<file path="src/hw/rfac_pkg.sv">
// Constants shared by the analog-control register bank and its serial port.
// Assumes the register port carries 6-bit addresses and 8-bit data.
package rfac_pkg;

  // ---------------------------------------------------------------------------
  // Clock figures
  // ---------------------------------------------------------------------------
  localparam int unsigned CLK_HZ = 125000000;
  localparam int unsigned REF_CLK_HZ = 13000000;
  // Fewest system clocks per serial clock half period that the filter keeps up with.
  localparam int unsigned SCK_MIN_HALF_CYC = 4;

  // ---------------------------------------------------------------------------
  // Register offsets
  // ---------------------------------------------------------------------------
  localparam logic [5:0] RFAC_ADDR_CONTROL = 6'h03;
  localparam logic [5:0] RFAC_ADDR_ANALOG_CTL = 6'h20;
  localparam logic [5:0] RFAC_ADDR_STRENGTH = 6'h22;
  localparam logic [5:0] RFAC_ADDR_TX_POWER = 6'h23;
  localparam logic [5:0] RFAC_ADDR_CRYSTAL = 6'h24;
  localparam logic [5:0] RFAC_ADDR_OSC_SLOPE = 6'h26;
  localparam logic [5:0] RFAC_ADDR_GAIN_LOOP = 6'h2e;

  // ---------------------------------------------------------------------------
  // Field positions
  // ---------------------------------------------------------------------------
  localparam int unsigned RFAC_BIT_RX_MODE = 7;
  localparam int unsigned RFAC_BIT_OVR_WR_EN = 6;
  localparam int unsigned RFAC_BIT_SOFT_RST = 0;
  localparam int unsigned RFAC_BIT_VALID = 5;
  localparam int unsigned RFAC_BIT_CLK_DIS = 6;
  localparam int unsigned RFAC_BIT_FREEZE = 7;
  localparam int unsigned RFAC_SLOPE_LSB = 6;

  // ---------------------------------------------------------------------------
  // Reset values
  // ---------------------------------------------------------------------------
  localparam logic [7:0] RFAC_RST_BYTE = 8'h00;
  localparam logic [2:0] RFAC_RST_DRIVE = 3'h0;
  localparam logic [5:0] RFAC_RST_TRIM = 6'h00;
  localparam logic [4:0] RFAC_RST_STRENGTH = 5'h00;

  // ---------------------------------------------------------------------------
  // Oscillator slope codes
  // ---------------------------------------------------------------------------
  typedef enum logic [1:0] {
    RFAC_SLOPE_NONE = 2'h0,
    RFAC_SLOPE_RSVD = 2'h1,
    RFAC_SLOPE_SMALL = 2'h2,
    RFAC_SLOPE_LARGE = 2'h3
  } rfac_slope_t;

endpackage

</file>
<file path="src/hw/rfac_reg_if.sv">
// Internal register access path between the serial port and the register bank.
// Assumes both ends run on one clock; the write strobe is a one-cycle pulse.
`timescale 1ns/1ps
`default_nettype none

interface rfac_reg_if;
  logic wr_stb;
  logic [5:0] addr;
  logic [7:0] wdata;
  logic [7:0] rdata;

  modport port (output wr_stb, output addr, output wdata, input rdata);
  modport bank (input wr_stb, input addr, input wdata, output rdata);
endinterface

`default_nettype wire

</file>
<file path="src/hw/rfac_regs.sv">
// Analog front-end control register bank with its serial register port.
// Assumes strength inputs come from logic on clk_in; serial pins are asynchronous.
//
// How it works
// - One strength capture per entry into receive.
// - Bit 5 flags the stored sample valid.
// - Strength is 5-bit, bigger means stronger.
// - Strength register read-only; bits 7:6 reserved.
// - Three-bit amplifier drive, higher code, more power.
// - Crystal bit 6 stops reference clock output.
// - Six-bit trim sets crystal load capacitance.
// - Slope codes 11, 10, 00 decode to adjustments.
// - Slope field is write-only; reads undefined.
// - Freeze bit disables gain loop, max gain.
// - Gain register writable only when unlocked.
// - Analog control bit 6 unlocks gain overrides.
// - Self-clearing reset bit restores bank defaults.
`timescale 1ns/1ps
`default_nettype none

module rfac_regs
  import rfac_pkg::*;
(
  input wire logic clk_in,                   // System clock, 125 MHz.
  input wire logic rst_in,                   // Synchronous reset, active high.
  input wire logic spi_sck_in,               // Serial clock pin.
  input wire logic spi_mosi_in,              // Serial data in pin.
  input wire logic spi_ssn_in,               // Select pin, active low.
  output logic spi_miso_out,                 // Serial data out.
  output logic spi_miso_oe_out,              // High while serial data out is driven.
  input wire logic [4:0] signal_strength_value_in, // Live strength measurement.
  input wire logic strength_ok_in,           // Live measurement is trustworthy.
  output logic rx_mode_out,                  // Receive mode selected.
  output logic [2:0] amp_drive_level_out,    // Transmit amplifier drive code.
  output logic ref_clock_out_pin_en_out,     // Enable for the reference clock pin.
  output logic [5:0] crystal_trim_out,       // Crystal load capacitance trim.
  output logic [1:0] osc_slope_select_out,   // Raw oscillator slope code.
  output logic [2:0] osc_adj_minus_out,      // Downward slope adjustment.
  output logic [2:0] osc_adj_plus_out,       // Upward slope adjustment.
  output logic gain_loop_freeze_out,         // Automatic gain loop disabled.
  output logic lna_unused_pwrdn_out,         // Power down idle gain loop circuits.
  output logic lna_max_gain_out,             // Hold low-noise amplifier at max gain.
  output logic gain_override_write_enable_out // Gain override registers unlocked.
);

  // ---------------------------------------------------------------------------
  // Serial port
  // ---------------------------------------------------------------------------
  rfac_reg_if reg_bus ();

  rfac_spi_port u_spi (
    .clk_in(clk_in),
    .rst_in(rst_in),
    .spi_sck_in(spi_sck_in),
    .spi_mosi_in(spi_mosi_in),
    .spi_ssn_in(spi_ssn_in),
    .spi_miso_out(spi_miso_out),
    .spi_miso_oe_out(spi_miso_oe_out),
    .reg_bus(reg_bus.port)
  );

  // ---------------------------------------------------------------------------
  // Write decode
  // ---------------------------------------------------------------------------
  function automatic logic wr_hit(input logic stb, input logic [5:0] a, input logic [5:0] o);
    wr_hit = stb && (a == o);
  endfunction

  logic soft_rst;
  logic bank_clr;
  assign soft_rst = wr_hit(reg_bus.wr_stb, reg_bus.addr, RFAC_ADDR_ANALOG_CTL)
                    && reg_bus.wdata[RFAC_BIT_SOFT_RST];
  // The reset bit is never stored, so it reads back as zero: self-clearing.
  assign bank_clr = rst_in || soft_rst;

  // ---------------------------------------------------------------------------
  // Control registers
  // ---------------------------------------------------------------------------
  logic rx_mode_r;
  logic ovr_wr_en_r;
  logic [2:0] drive_r;
  logic clk_dis_r;
  logic [5:0] trim_r;
  logic [1:0] slope_r;
  logic freeze_r;
  logic rx_enter;
  assign rx_enter = wr_hit(reg_bus.wr_stb, reg_bus.addr, RFAC_ADDR_CONTROL)
                    && reg_bus.wdata[RFAC_BIT_RX_MODE] && !rx_mode_r;

  // Receive mode and the override unlock.
  always_ff @(posedge clk_in) begin
    if (bank_clr) begin
      rx_mode_r <= 1'b0;
      ovr_wr_en_r <= 1'b0;
    end else if (reg_bus.wr_stb) begin
      if (reg_bus.addr == RFAC_ADDR_CONTROL) begin
        rx_mode_r <= reg_bus.wdata[RFAC_BIT_RX_MODE];
      end
      if (reg_bus.addr == RFAC_ADDR_ANALOG_CTL) begin
        ovr_wr_en_r <= reg_bus.wdata[RFAC_BIT_OVR_WR_EN];
      end
    end
  end

  // Front-end settings; reserved bits are dropped so they read as zero.
  always_ff @(posedge clk_in) begin
    if (bank_clr) begin
      drive_r <= RFAC_RST_DRIVE;
      clk_dis_r <= 1'b0;
      trim_r <= RFAC_RST_TRIM;
      slope_r <= RFAC_SLOPE_NONE;
    end else if (reg_bus.wr_stb) begin
      unique case (reg_bus.addr)
        RFAC_ADDR_TX_POWER: begin
          drive_r <= reg_bus.wdata[2:0];
        end
        RFAC_ADDR_CRYSTAL: begin
          clk_dis_r <= reg_bus.wdata[RFAC_BIT_CLK_DIS];
          trim_r <= reg_bus.wdata[5:0];
        end
        RFAC_ADDR_OSC_SLOPE: begin
          slope_r <= reg_bus.wdata[RFAC_SLOPE_LSB +: 2];
        end
        default: begin
        end
      endcase
    end
  end

  // The lock bit only takes a write while the override unlock is set.
  always_ff @(posedge clk_in) begin
    if (bank_clr) begin
      freeze_r <= 1'b0;
    end else if (wr_hit(reg_bus.wr_stb, reg_bus.addr, RFAC_ADDR_GAIN_LOOP)
                 && ovr_wr_en_r) begin
      freeze_r <= reg_bus.wdata[RFAC_BIT_FREEZE];
    end
  end

  // ---------------------------------------------------------------------------
  // Strength capture
  // ---------------------------------------------------------------------------
  logic [4:0] strength_r;
  logic valid_r;

  // Capture happens only on the write that enters receive; re-writing the bit
  // while already receiving takes no new sample. Writes at the strength offset
  // have no path here at all.
  always_ff @(posedge clk_in) begin
    if (bank_clr) begin
      strength_r <= RFAC_RST_STRENGTH;
      valid_r <= 1'b0;
    end else if (rx_enter) begin
      strength_r <= signal_strength_value_in;
      valid_r <= strength_ok_in;
    end
  end

  // ---------------------------------------------------------------------------
  // Read mux
  // ---------------------------------------------------------------------------
  // The slope register returns zero; its read value is not meant to be used.
  always_comb begin
    unique case (reg_bus.addr)
      RFAC_ADDR_CONTROL: reg_bus.rdata = {rx_mode_r, 7'h00};
      RFAC_ADDR_ANALOG_CTL: reg_bus.rdata = {1'b0, ovr_wr_en_r, 6'h00};
      RFAC_ADDR_STRENGTH: reg_bus.rdata = {2'h0, valid_r, strength_r};
      RFAC_ADDR_TX_POWER: reg_bus.rdata = {5'h00, drive_r};
      RFAC_ADDR_CRYSTAL: reg_bus.rdata = {1'b0, clk_dis_r, trim_r};
      RFAC_ADDR_OSC_SLOPE: reg_bus.rdata = RFAC_RST_BYTE;
      RFAC_ADDR_GAIN_LOOP: reg_bus.rdata = {freeze_r, 7'h00};
      default: reg_bus.rdata = RFAC_RST_BYTE;
    endcase
  end

  // ---------------------------------------------------------------------------
  // Slope decode
  // ---------------------------------------------------------------------------
  // The reserved code is treated as no adjustment, the safest choice.
  function automatic logic [5:0] slope_adj(input logic [1:0] code);
    unique case (code)
      RFAC_SLOPE_LARGE: slope_adj = {3'h5, 3'h5};
      RFAC_SLOPE_SMALL: slope_adj = {3'h2, 3'h3};
      RFAC_SLOPE_RSVD: slope_adj = 6'h00;
      RFAC_SLOPE_NONE: slope_adj = 6'h00;
    endcase
  endfunction

  logic [2:0] adj_minus_r;
  logic [2:0] adj_plus_r;
  always_ff @(posedge clk_in) begin
    if (bank_clr) begin
      adj_minus_r <= 3'h0;
      adj_plus_r <= 3'h0;
    end else begin
      {adj_minus_r, adj_plus_r} <= slope_adj(slope_r);
    end
  end

  // ---------------------------------------------------------------------------
  // Outputs
  // ---------------------------------------------------------------------------
  assign rx_mode_out = rx_mode_r;
  assign amp_drive_level_out = drive_r;
  assign ref_clock_out_pin_en_out = !clk_dis_r;
  assign crystal_trim_out = trim_r;
  assign osc_slope_select_out = slope_r;
  assign osc_adj_minus_out = adj_minus_r;
  assign osc_adj_plus_out = adj_plus_r;
  // One lock bit drives all three effects together.
  assign gain_loop_freeze_out = freeze_r;
  assign lna_unused_pwrdn_out = freeze_r;
  assign lna_max_gain_out = freeze_r;
  assign gain_override_write_enable_out = ovr_wr_en_r;

endmodule

`default_nettype wire

</file>
<file path="src/hw/rfac_spi_port.sv">
// Serial register port: synchronises the pins and turns frames into accesses.
// Assumes mode 0 framing: command byte {write, x, addr[5:0]}, then data bytes.
`timescale 1ns/1ps
`default_nettype none

module rfac_spi_port
  import rfac_pkg::*;
(
  input wire logic clk_in,        // System clock.
  input wire logic rst_in,        // Synchronous reset, active high.
  input wire logic spi_sck_in,    // Serial clock pin.
  input wire logic spi_mosi_in,   // Serial data in pin.
  input wire logic spi_ssn_in,    // Select pin, active low.
  output logic spi_miso_out,      // Serial data out.
  output logic spi_miso_oe_out,   // Drive enable for serial data out.
  rfac_reg_if.port reg_bus        // Access path to the bank.
);

  // ---------------------------------------------------------------------------
  // Pin synchronisers
  // ---------------------------------------------------------------------------
  // Pin order is {ssn, sck, mosi}; only stages two and three feed the filter.
  logic [2:0] sync1_r;
  logic [2:0] sync2_r;
  logic [2:0] sync3_r;
  logic [2:0] pin_r;
  logic [2:0] pin_nxt;

  always_comb begin
    pin_nxt = (sync2_r & ~(sync2_r ^ sync3_r)) | (pin_r & (sync2_r ^ sync3_r));
  end

  // A level only changes once two stages agree, which rejects single-cycle glitches.
  always_ff @(posedge clk_in) begin
    if (rst_in) begin
      sync1_r <= 3'h4;
      sync2_r <= 3'h4;
      sync3_r <= 3'h4;
      pin_r <= 3'h4;
    end else begin
      sync1_r <= {spi_ssn_in, spi_sck_in, spi_mosi_in};
      sync2_r <= sync1_r;
      sync3_r <= sync2_r;
      pin_r <= pin_nxt;
    end
  end

  logic selected;
  logic sck_rise;
  logic sck_fall;
  assign selected = ~pin_nxt[2];
  assign sck_rise = selected & pin_nxt[1] & ~pin_r[1];
  assign sck_fall = selected & ~pin_nxt[1] & pin_r[1];

  // ---------------------------------------------------------------------------
  // Frame decoding
  // ---------------------------------------------------------------------------
  logic [2:0] bit_cnt_r;
  logic cmd_done_r;
  logic is_wr_r;
  logic [5:0] addr_r;
  logic [7:0] rx_r;
  logic wr_stb_r;
  logic [7:0] wdata_r;
  logic [7:0] rx_byte;
  assign rx_byte = {rx_r[6:0], pin_nxt[0]};

  // Bytes after the command all go to the same address.
  always_ff @(posedge clk_in) begin
    if (rst_in || !selected) begin
      bit_cnt_r <= 3'h0;
      cmd_done_r <= 1'b0;
      is_wr_r <= 1'b0;
      addr_r <= 6'h00;
      rx_r <= RFAC_RST_BYTE;
      wr_stb_r <= 1'b0;
      wdata_r <= RFAC_RST_BYTE;
    end else begin
      wr_stb_r <= 1'b0;
      if (sck_rise) begin
        rx_r <= rx_byte;
        bit_cnt_r <= bit_cnt_r + 3'h1;
        if (bit_cnt_r == 3'h7) begin
          if (!cmd_done_r) begin
            cmd_done_r <= 1'b1;
            is_wr_r <= rx_byte[7];
            addr_r <= rx_byte[5:0];
          end else if (is_wr_r) begin
            wr_stb_r <= 1'b1;
            wdata_r <= rx_byte;
          end
        end
      end
    end
  end

  assign reg_bus.wr_stb = wr_stb_r;
  assign reg_bus.addr = addr_r;
  assign reg_bus.wdata = wdata_r;

  // ---------------------------------------------------------------------------
  // Read data shifter
  // ---------------------------------------------------------------------------
  // Loading on the falling edge at a byte boundary puts bit 7 out before the
  // host samples it, and refreshes the value for repeated reads.
  logic [7:0] tx_r;
  always_ff @(posedge clk_in) begin
    if (rst_in || !selected) begin
      tx_r <= RFAC_RST_BYTE;
    end else if (sck_fall) begin
      if (bit_cnt_r == 3'h0) begin
        tx_r <= (cmd_done_r && !is_wr_r) ? reg_bus.rdata : RFAC_RST_BYTE;
      end else begin
        tx_r <= {tx_r[6:0], 1'b0};
      end
    end
  end

  always_ff @(posedge clk_in) begin
    if (rst_in) begin
      spi_miso_out <= 1'b0;
      spi_miso_oe_out <= 1'b0;
    end else begin
      spi_miso_out <= tx_r[7];
      spi_miso_oe_out <= selected;
    end
  end

endmodule

`default_nettype wire

</file>
<file path="config.mk">
export PLATFORM = sky130hd
export DESIGN_NAME = rfac_regs
export DESIGN_NICKNAME = d
export VERILOG_FILES = /design/src/hw/rfac_pkg.sv /design/src/hw/rfac_reg_if.sv /design/src/hw/rfac_regs.sv /design/src/hw/rfac_spi_port.sv
export SDC_FILE = /design/constraint.sdc
export NUM_CORES = 1
export LEC_CHECK = 0
export BUFFER_PORTS_ARGS = -buffer_cell sky130_fd_sc_hd__buf_2
export CORE_UTILIZATION = 51
export CTS_CLUSTER_SIZE = 12
export DETAILED_ROUTE_END_ITERATION = 10
export GPL_ROUTABILITY_DRIVEN = 0
export HOLD_SLACK_MARGIN = 0.02
export PLACE_DENSITY = 0.74
export SYNTH_ARGS = -nofsm -noshare
export SYNTH_HDL_FRONTEND = slang
export SYNTH_SLANG_ARGS = --single-unit
</file>
<file path="constraint.sdc">
create_clock -name clk_in -period 1.9 [get_ports clk_in]
set_input_delay 0.19 -clock clk_in [delete_from_list [all_inputs] [get_ports clk_in]]
set_output_delay 0.19 -clock clk_in [all_outputs]
set_load 0.01 [all_outputs]
</file>
After elaboration in Yosys (flattened, before gate mapping)
Cells that the tools add are included.

Add/subtract/negate cells: 1. Equal/unequal tests: 11. Multiplexer cells: 5. Bitwise gates (word level): 15. Reduce and logical (&&, ||, !) cells: 25.

Operators by type and width (count): $pmux W8 S6 (1); $eq A6 B6 Y1 const B (6); $pmux W6 S3 (1); $mux W8 (2); $reduce_and A2 Y1 (6); $logic_and A1 B1 Y1 (8); $and A3 B3 Y3 (2); $eq A6 B2 Y1 const B (1); $not A1 Y1 (6); $and A1 B1 Y1 (4); $eq A2 B2 Y1 const B (2); $reduce_and A4 Y1 (1); $reduce_or A4 Y1 (1); $add A3 B1 Y3 const B (1); $eq A3 B3 Y1 const B (1); $logic_not A1 Y1 (3); $logic_not A3 Y1 (1); $not A3 Y3 (1); $or A3 B3 Y3 (1); $reduce_and A3 Y1 (1); $xor A3 B3 Y3 (1); $eq A2 B1 Y1 const B (1); $logic_not A2 Y1 (1); $logic_or A1 B1 Y1 (2); other kinds (2) (2).

Bits in registers: 76. Output and inout bits: 25. Word-level logic and storage cells: 82.

Logic depth before layout (Yosys ltp)
Gate-level depths: netlist of run 1.

Depth in word-level cells: 9. Depth in mapped cells: 8. Mapped depth without buffers: 7.

Hierarchy
A second synthesis of run 1 with hierarchy kept.

Cells, all modules: 321. Area total of the unflattened synthesis: 3183.1 um^2.

Modules (own cells, without submodules): rfac_spi_port (times used 1, cells each 175, area each 1926.8 um^2, seq. area each 980.9 um^2); rfac_regs (times used 1, cells each 146, area each 1256.2 um^2, seq. area each 480.5 um^2).

Worst setup path before layout of run 1
OpenSTA, ideal clock, no wires.

Kind: reg2reg. From: register u_spi.bit_cnt_r[0]. To: register u_spi.tx_r[0]. Library setup time: 0.061 ns. Arrival time: 1.713 ns. Data required time: 1.839 ns. Slack: 0.126 ns. Cell stages (with the launch flop): 9. Clock period less this slack: 1.774 ns. Cells stage by stage: dfxtp_1 > inv_1 > ha_1 > nand2b_4 > buf_6 > or4b_4 > a21oi_4 > a21boi_2 > o221a_1.

Longest elaborated chain between the ends: 2.

Ends and longest elaborated chain: from (decl) (RTL line rfac_spi_port.sv:58) `logic [2:0] bit_cnt_r;`; from (signal assigned) (RTL line rfac_spi_port.sv:82) `bit_cnt_r <= bit_cnt_r + 3'h1;`; $logic_not A3 Y1 (RTL line rfac_spi_port.sv:111) `if (bit_cnt_r == 3'h0) begin`; $mux W8 (RTL line rfac_spi_port.sv:111); to (signal assigned) (RTL line rfac_spi_port.sv:112) `tx_r <= (cmd_done_r && !is_wr_r) ? reg_bus.rdata : RFAC_RST_BYTE;`; to (signal assigned) (RTL line rfac_spi_port.sv:114) `tx_r <= {tx_r[6:0], 1'b0};`; to (decl) (RTL line rfac_spi_port.sv:106) `logic [7:0] tx_r;`.

No other way between the ends. A chain may end at the register's enable or synchronous reset.

Final worst setup path of run 1
From: register u_spi.addr_r[4] (netlist: u_spi.reg_bus.addr[4]). To: register u_spi.tx_r[5].

Longest elaborated chain between the ends: 4. Elaborated cells on any way between the ends: 9.

Ends and longest elaborated chain: from (decl) (RTL line rfac_spi_port.sv:61) `logic [5:0] addr_r;`; from (signal assigned) (RTL line rfac_spi_port.sv:87) `addr_r <= rx_byte[5:0];`; $eq A6 B6 Y1 / $eq A6 B2 Y1 (equally long branches) (RTL line rfac_regs.sv:164) `unique case (reg_bus.addr)`; $pmux W8 S6 * (RTL line rfac_regs.sv:164); $mux W8 * (RTL line rfac_spi_port.sv:112); $mux W8 * (RTL line rfac_spi_port.sv:111).

Mark *: on every way between the ends. The rest lies on a longest branch, timed or not.

==> results, run 1 <==
- The flow ran to the end, and the final reports show no timing, DRC or antenna violations.
- The clock power share is a little under half.
- Traced cell by cell, the critical path runs through nand3b_1, nor4_4, buf_4, buf_4, a22o_1, a221oi_1, nor2_1.
- The number of storage elements in the synthesis netlist is 73.
- The required time at the endpoint of the critical path is between 2 and 2.5 ns.
- The final count of negative-setup-slack endpoints is 0.
- The met3 usage in global routing is under 10%.
- The largest net degree at the start of global routing is 28.
- During synthesis, Yosys emitted a total of 0 warnings.
- The async set or reset register ratio after synthesis is 0%.
- The first detailed-routing pass took 5 iterations.
- The type of the setup path with the least slack is reg -> reg.
- The maximum level of the CTS H-tree is 3.
- After detailed routing, the average wire length per cell comes to around 14 um.
- The root buffer selected by CTS is clkbuf_8.
- The fraction of layout instances using a drive strength above 1 is a little under a quarter.
- The internal power of the cells totals 2.29 mW.
- After detailed routing, the number of vias per cell comes to roughly 5.4.
- The post-detailed-route count of antenna-violating nets is 0.
- The synthesized design contains 0 enable-type register cells.
- After the first detailed-routing iteration, the DRC count stood at between 100 and 150.
- The worst min-delay path class is in -> reg.
- The clock arrives with 0.00936 ns of skew.
- In this run the vertical extent of the chip is around 80 um.
- The most used flip-flop cell after synthesis is dfxtp_1.
- The standard-cell row count is 27.
- The number of buffers and inverters on the critical path is 2.
- For this design the top-level I/O count stands at 36.
- Global routing used ~29% of the available met1 tracks.
- The static leakage is approximately 1.4 nW.
- The most area-hungry cell type in the Yosys netlist is dfxtp_1.
- For this run, global-route usage on met2 was measured as 33.0%.
- The aggregate global-route resource usage is 21.7%.
- The proportion of power drawn by combinational gates is under 10%.
- The path depth of the worst reg2reg path is 7.
- The die covers between 6000 and 7000 sq um.
- The minimum hold slack is around 0.048 ns.
- In the synthesized netlist, the number of instances is between 300 and 400.
- The total via count in the routed design is about 2300.
- The initial utilization of the core area, before any placement, comes to between 50% and 60%.
- The longest clock path from root to sink contains 2 buffers.
- The number of antenna cells inserted is 0.
- Grouping stages by cell kind, the critical path spends the most delay in flip-flops.
- The critical path runs through a total of 7 cells.
- The relative area change from synthesis to final layout is 16.1%.
- The first-pass GRT wire length is ~10000 um.
- For the worst-skew pair, the clock arrives at the later sink with an insertion delay of 0.35 ns.
- The global routing stage identified its most utilized layer as met2.
- The slowest stage of the critical path is the dfxtp_1 cell.
- The peak clock frequency supported by timing is 558 MHz.
- The commonest cells after synthesis are 73 x dfxtp_1, 36 x nor2_1, 26 x nand2_1.
- The HPWL after detailed placement is around 4300 um.
- The post-layout minimum cycle time is 1.79 ns.
- The count of final max-slew check failures came to 0.
- The number of global-route vias before repair is slightly above 2000.
- The area of the core region is about 5500 sq um.
- Dividing total power by cell area gives a power density of about 850 nW/um^2.
- In the post-synthesis netlist, the biggest area contributors are dfxtp_1 50%, mux2i_1 7.5%, nor2_1 4.6%, nand3_1 3.9%, nand2_1 3.3%.
- The maximum vdd ir drop is ~0.00059 V.
- The cell area after technology mapping is ~2900 sq um.
- Summed over all failing endpoints, the final setup total negative slack is 0 ns.
- The quantity of I/O buffers inserted on ports is 35.
- At the end of the flow, the number of nets in the layout was between 300 and 400.
- Counting stages on the worst path, the most repeated cell is buf_4.
- The part of the power in registers is 53.0%.
- Dividing the synthesized area by the synthesized cell count gives 9.54 sq um.
- For this run the aggregate overflow at the end of global routing stands at 0.
- The die width is 78.0 um.
- The netlist uses between 50 and 60 different library cells.
- The hold path depth is 2.
- In this run the tightest slew margin relative to its limit is a little over two thirds.
- The largest single stage delay on the critical path is roughly 0.50 ns.
- The hold violation total from the final report is 0.
- The measured slew at the worst slew-check pin is about 0.45 ns.
- The initial antenna violation count was 0.
- The post-detailed-routing wire length is approximately 6000 um.
- The number of design rule violations left after detail routing is 0.
- The worst path uses a little over nine tenths of the clock period.
- Synthesis produced a netlist with a net count of ~320.
- The most instantiated library cell after synthesis is dfxtp_1.
- For this design, the sink count on the clock tree is 73.
- The clock tree from TritonCTS is done.
- The tool flagged a number of max-cap violations equal to 0.
- Setup repair after global routing left no endpoint under its margin.
- The total net switching power is ~0.6 mW.
- The worst setup path is launched from a flop.
- Net switching is a little over a fifth of the power.
- The clock transition at the registers of the reported paths is 0.08 ns.
- Counting the buffers created by CTS gives 9.
- Along the worst path, the maximum fanout reaches 7.
- Of the post-synthesis cell area, the dominant cell type holds 49.6%.
- Sequential elements use around 50% of the synthesized area.
- Counting the fill cells in the layout gives around 450.
- The kind of end point of the critical path is a flop.
- The endpoint arrival time on the critical path is between 2 and 2.5 ns.
[flip-flops by register name (all words and copies together), names as in the netlist, 2 cells and up]
signal                cells
amp_drive_level_out       3
crystal_trim_out          6
osc_adj_minus_out         2
osc_slope_select_out      2
strength_r                5
u_spi.bit_cnt_r           3
u_spi.pin_r               3
u_spi.reg_bus.addr        6
u_spi.reg_bus.wdata       8
u_spi.rx_r                7
u_spi.sync1_r             3
u_spi.sync2_r             3
u_spi.sync3_r             3
u_spi.tx_r                8
[cells in the final DEF, fill, tap and decap left out, drive strengths merged, types with 2 or more instances in the layout]
master / n
nand2: 26
nand2b: 2
nand3: 23
ha: 3
inv: 6
nor2: 37
buf: 48
mux2i: 22
clkbuf: 9
clkinvlp: 2
and3b: 3
nor3b: 3
bufinv: 2
or2: 3
clkinv: 2
a22o: 5
nor3: 2
nand4: 2
nor4: 2
and2: 4
a32o: 2
dfxtp: 73
a21oi: 15
a211oi: 2
and3: 2
a221oi: 5
o21ai: 24
nor2b: 7
[final timing paths]
path | start | endpoint | slack (ns)
max | u_spi.reg_bus.addr[4]$_SDFFE_PP0P_ | u_spi.tx_r[5]$_SDFFE_PP0P_ | 0.11
min reg2reg | u_spi.sync1_r[2]$_SDFF_PP1_ | u_spi.sync2_r[2]$_SDFF_PP1_ | 0.42
max reg2reg | u_spi.reg_bus.addr[4]$_SDFFE_PP0P_ | u_spi.tx_r[5]$_SDFFE_PP0P_ | 0.11
min | spi_sck_in | u_spi.sync1_r[1]$_SDFF_PP0_ | 0.05
[metrics by stage]
step                      total power, mW  area [sq um]  cells  setup slack, ns  util, %
final                                2.91          3420    422            0.107     61.8
after global routing                 3.00          3420    422          0.00994     61.8
after CTS                            2.92          3410    420            0.133     61.5
after detailed placement             1.61          3180    403            0.143     57.4
after global placement               1.61          3180    403            0.190     57.4
after floorplan                      1.59          2950    309            0.126        -
[power by group through the flow]
| stage | Sequential [mW] | Combinational, mW | Clock (mW) |
|---|---|---|---|
| detailed placement | 1.58 | 0.0365 | 0 |
| global placement | 1.58 | 0.0357 | 0 |
| finish | 1.54 | 0.0382 | 1.33 |
| floorplan | 1.58 | 0.0170 | 0 |
| global route | 1.54 | 0.0414 | 1.42 |
| CTS | 1.54 | 0.0385 | 1.35 |
[cell families after synthesis]
kind of cell	share of synthesized area [%]
AO/OA/AOI/OAI	13.4
adder cells (fa/ha/maj)	1.66
buffers and inverters	5.01
AND/OR/NAND/NOR	22.6
flip-flops	49.6
XOR/XNOR	0.297
multiplexers	7.47
[area by class of cell]
cell class | count | area, sq um | share of cell area (%)
tap | 72 | 90.1 | 2.63
timing repair buffer | 49 | 295 | 8.63
inverter | 5 | 18.8 | 0.548
multi-input combinational | 207 | 1340 | 39.1
clock buffer | 9 | 124 | 3.62
sequential | 73 | 1460 | 42.7
clock inverter | 7 | 93.8 | 2.74
[routing by layer]
metal,part of all wire (%),routed length [um]
met1,49,2980
met2,45,2720
met3,3.1,185
met4,2.4,147
met5,0,0
[timing repair]
| action | CTS | global route |
|---|---|---|
| hold buffers | 1 | 0 |
| setup buffers | 0 | 2 |
| endpoints found under the hold margin | 1 | 0 |
| endpoints found under the setup margin | 0 | 7 |
| resized for setup | 0 | 0 |
Power figures use the tool's default switching activity.
==> run 2: changes to the inputs <==
- BUFFER_PORTS_ARGS: -buffer_cell sky130_fd_sc_hd__buf_2 -> -buffer_cell sky130_fd_sc_hd__buf_4
- CORE_UTILIZATION: 51 -> 60
- PLACE_DENSITY: 0.74 -> 0.82
- clock period: 1.9 -> 2.15 ns (I/O delays scaled with it)
==> run 2 against run 1 <==
Sequential share of layout area shrank 0.39 points. Core utilization grew 11 points. First-iteration DRC count grew 50%. Largest cell class unchanged. Critical endpoint is now u_spi.tx_r[0]$_SDFFE_PP0P_. Largest power group unchanged. Total power shrank 13%. Hold slack gained 0.015 ns. Register-to-register slack gained 0.20 ns. Flip-flop and latch count is the same. Routed wire length shrank 6.3%.
==> results, run 2 (same netlist as run 1, synthesis figures left out) <==
- The post-detailed-routing wire length is 5660 um (was 6030 um).
- The proportion of power drawn by combinational gates is 1.4% (was 1.3%).
- The minimum hold slack is 0.0630 ns (was 0.0483 ns).
- The average wire per cell in the routed design is 13.8 um (was 14.3 um).
- The vertical extent of the die is 72.1 um (was 78.0 um).
- The total via count in the routed design was 2272 (was 2280).
- The required time at the endpoint of the critical path is 2.43 ns (was 2.13 ns).
- The largest buffer count on any clock path is 2 (unchanged).
- The final count of negative-setup-slack endpoints was 0 (unchanged).
- The die width is 72.1 um (was 78.0 um).
- The post-detailed-route count of antenna-violating nets is 0 (unchanged).
- The number of global-route vias before repair was 1990 (was 2060).
- The part of the power in registers was 54.1% (was 53.0%).
- The static leakage came to 1.35 nW (was 1.37 nW).
- The measured slew at the worst slew-check pin is 0.531 ns (was 0.447 ns).
- Cell-by-cell trace of the critical path: inv_1, ha_1, nand2b_4, or4b_4, a21oi_4, a21boi_2, o221a_1 (was nand3b_1, nor4_4, buf_4, buf_4, a22o_1, a221oi_1, nor2_1).
- The peak clock frequency supported by timing is 542 MHz (was 558 MHz).
- The clock transition at the registers of the reported paths is 0.07 ns (was 0.08 ns).
- The post-cts sizing count came to 0 (unchanged).
- Result of the run: finished, final reports clean (unchanged).
- The total die area is 5200 sq um (was 6090 sq um).
- The fraction of layout instances using a drive strength above 1 is 22.1% (was 23.1%).
- The placed cell area is 3240 sq um (was 3180 sq um).
- The total iterations of the first detailed-routing run is 4 (was 5).
- The routed via count divided by cell count is 5.53 (was 5.40).
- Commonest cells after routing, fill and taps aside: 73 x dfxtp_1, 42 x buf_4, 36 x nor2_1 (was 73 x dfxtp_1, 36 x nor2_1, 35 x buf_2).
- The count of final max-slew check failures came to 0 (unchanged).
- The kind of end point of the critical path was a flop (unchanged).
- The clock tree from TritonCTS is done (unchanged).
- The initial antenna violation count is 0 (unchanged).
- The number of sinks driven by the clock tree is 73 (unchanged).
- The insertion delay to the later sink of the worst-skew pair is 0.34 ns (was 0.35 ns).
- The endpoint arrival time on the critical path is 2.13 ns (was 2.03 ns).
- The largest net degree at the start of global routing was 28 (unchanged).
- The path depth of the worst reg2reg path is 7 (unchanged).
- The hold violation total from the final report is 0 (unchanged).
- The hold path depth is 2 (unchanged).
- The type of the setup path with the least slack is reg -> reg (unchanged).
- The worst clock skew is 0.00711 ns (was 0.00936 ns).
- The maximum vdd ir drop came to 0.000446 V (was 0.000589 V).
- The number of antenna cells inserted was 0 (unchanged).
- The power density over the cells is 729 nW/um^2 (was 849 nW/um^2).
- The most common library cell in the layout ignoring fill and taps was dfxtp_1 (unchanged).
- The standard-cell row count is 25 (was 27).
- The worst min-delay path class is in -> reg (unchanged).
- The total CTS buffers is 9 (unchanged).
- The root buffer selected by CTS is clkbuf_8 (unchanged).
- The total non-filler cell area in the finished layout is 3450 sq um (was 3420 sq um).
- The area of the core region is 4720 sq um (was 5540 sq um).
- Unrepaired setup endpoints after global routing: no (unchanged).
- The number of design-rule violations left by the first detailed-router iteration was 160 (was 107).
- The aggregate global-route resource usage is 24.3% (was 21.7%).
- The hold buffer count at cts is 0 (was 1).
- The relative area change from synthesis to final layout came to 17.1% (was 16.1%).
- The maximum fanout encountered on the critical timing path is 8 (was 7).
- The first-pass GRT wire length is 9580 um (was 10000 um).
- The library cell contributing the largest single delay on the critical path is or4b_4 (was dfxtp_1).
- The number of buffers inserted by post-CTS setup repair came to 0 (unchanged).
- The total congestion overflow after global routing is 0 (unchanged).
- The fraction of power spent switching nets is 20.3% (was 21.1%).
- The portion of the clock cycle consumed by the worst path in the final layout came to 85.8% (was 94.3%).
- The final cell utilization of the core is 73.1% (was 61.8%).
- The largest stage delay on the critical path is 0.50 ns (about the same).
- The quantity of I/O buffers inserted on ports is 35 (unchanged).
- The maximum level of the CTS H-tree is 3 (unchanged).
- The clock power share is 44.5% (was 45.7%).
- The setup TNS is 0 ns (unchanged).
- The total of max-cap violations was 0 (unchanged).
- The total net switching power is 0.512 mW (was 0.612 mW).
- The post-layout minimum cycle time is 1.84 ns (was 1.79 ns).
- The placed wire-length estimate after detailed placement is 3990 um (was 4320 um).
- The initial core utilization is 62.4% (was 53.2%).
- The worst slew slack as a fraction of its limit was 64.3% (was 70.2%).
- The kind of start point of the critical path is a flop (unchanged).
- The internal power of the cells came to 2.01 mW (was 2.29 mW).
- The boundary pin count is 36 (unchanged).
- The number of design rule violations left after detail routing is 0 (unchanged).
- The number of nets in the layout was 353 (was 359).
## run 2: cell types whose count changed in the layout (fill, tap and decap cells not counted)
cell / before / now
clkinv_2: 2 / 1
buf_2: 35 / 0
clkbuf_8: 9 / 12
inv_6: 1 / 0
buf_4: 12 / 42
dlygate4sd3_1: 1 / 0
bufinv_16: 2 / 1
## run 2: path summary, 6_finish.rpt
check	start	end	slack (ns)
setup / recovery	u_spi.bit_cnt_r[0]$_SDFFE_PP0P_	u_spi.tx_r[0]$_SDFFE_PP0P_	0.31
hold / removal	spi_ssn_in	u_spi.sync1_r[2]$_SDFF_PP1_	0.06
setup reg to reg	u_spi.bit_cnt_r[0]$_SDFFE_PP0P_	u_spi.tx_r[0]$_SDFFE_PP0P_	0.31
hold reg to reg	u_spi.sync1_r[2]$_SDFF_PP1_	u_spi.sync2_r[2]$_SDFF_PP1_	0.41
## run 2: final cells by class
class / instances / area [sq um]
well taps: 67 / 83.8
inverters: 5 / 18.8
flip-flops and latches: 73 / 1460
clock inverters: 4 / 50.0
repair buffers: 43 / 335
clock buffers: 12 / 165
fillers: 350 / 1270
multi-input cells: 207 / 1340
## run 2: per-layer routing
| layer | up-vias | track usage (%) | wire length (um) |
|---|---|---|---|
| li1 | 1134 | - | - |
| met1 | 1054 | 33.3 | 2670 |
| met2 | 70 | 36.6 | 2590 |
| met3 | 14 | 5.42 | 257 |
| met4 | 0 | 11.5 | 135 |
| met5 | - | 0 | 0 |
## run 2: power groups by stage
stage          clock network [mW]  registers (mW)  logic, mW
5_1_grt                      1.21            1.36     0.0385
6_report                     1.12            1.36     0.0355
3_5_place_dp                    0            1.39     0.0359
3_3_place_gp                    0            1.39     0.0350
4_1_cts                      1.13            1.36     0.0360
2_1_floorplan                   0            1.39     0.0150
## run 2: worst max-delay path, delay by kind of cell (launching register included)
| kind | cells | cell delay, ns |
|---|---|---|
| adder cells (fa/ha/maj) | 1 | 0.19 |
| AND/OR/NAND/NOR | 2 | 0.60 |
| AO/OA/AOI/OAI | 3 | 0.60 |
| buffers and inverters | 1 | 0.06 |
| flip-flops | 1 | 0.34 |
## run 2: per-stage QoR
step                worst slack, ns  instances  power, mW
floorplan                     0.376        309       1.41
global placement              0.399        395       1.43
detailed placement            0.313        395       1.43
CTS                           0.303        411       2.53
global route                  0.183        411       2.61
finish                        0.306        411       2.52
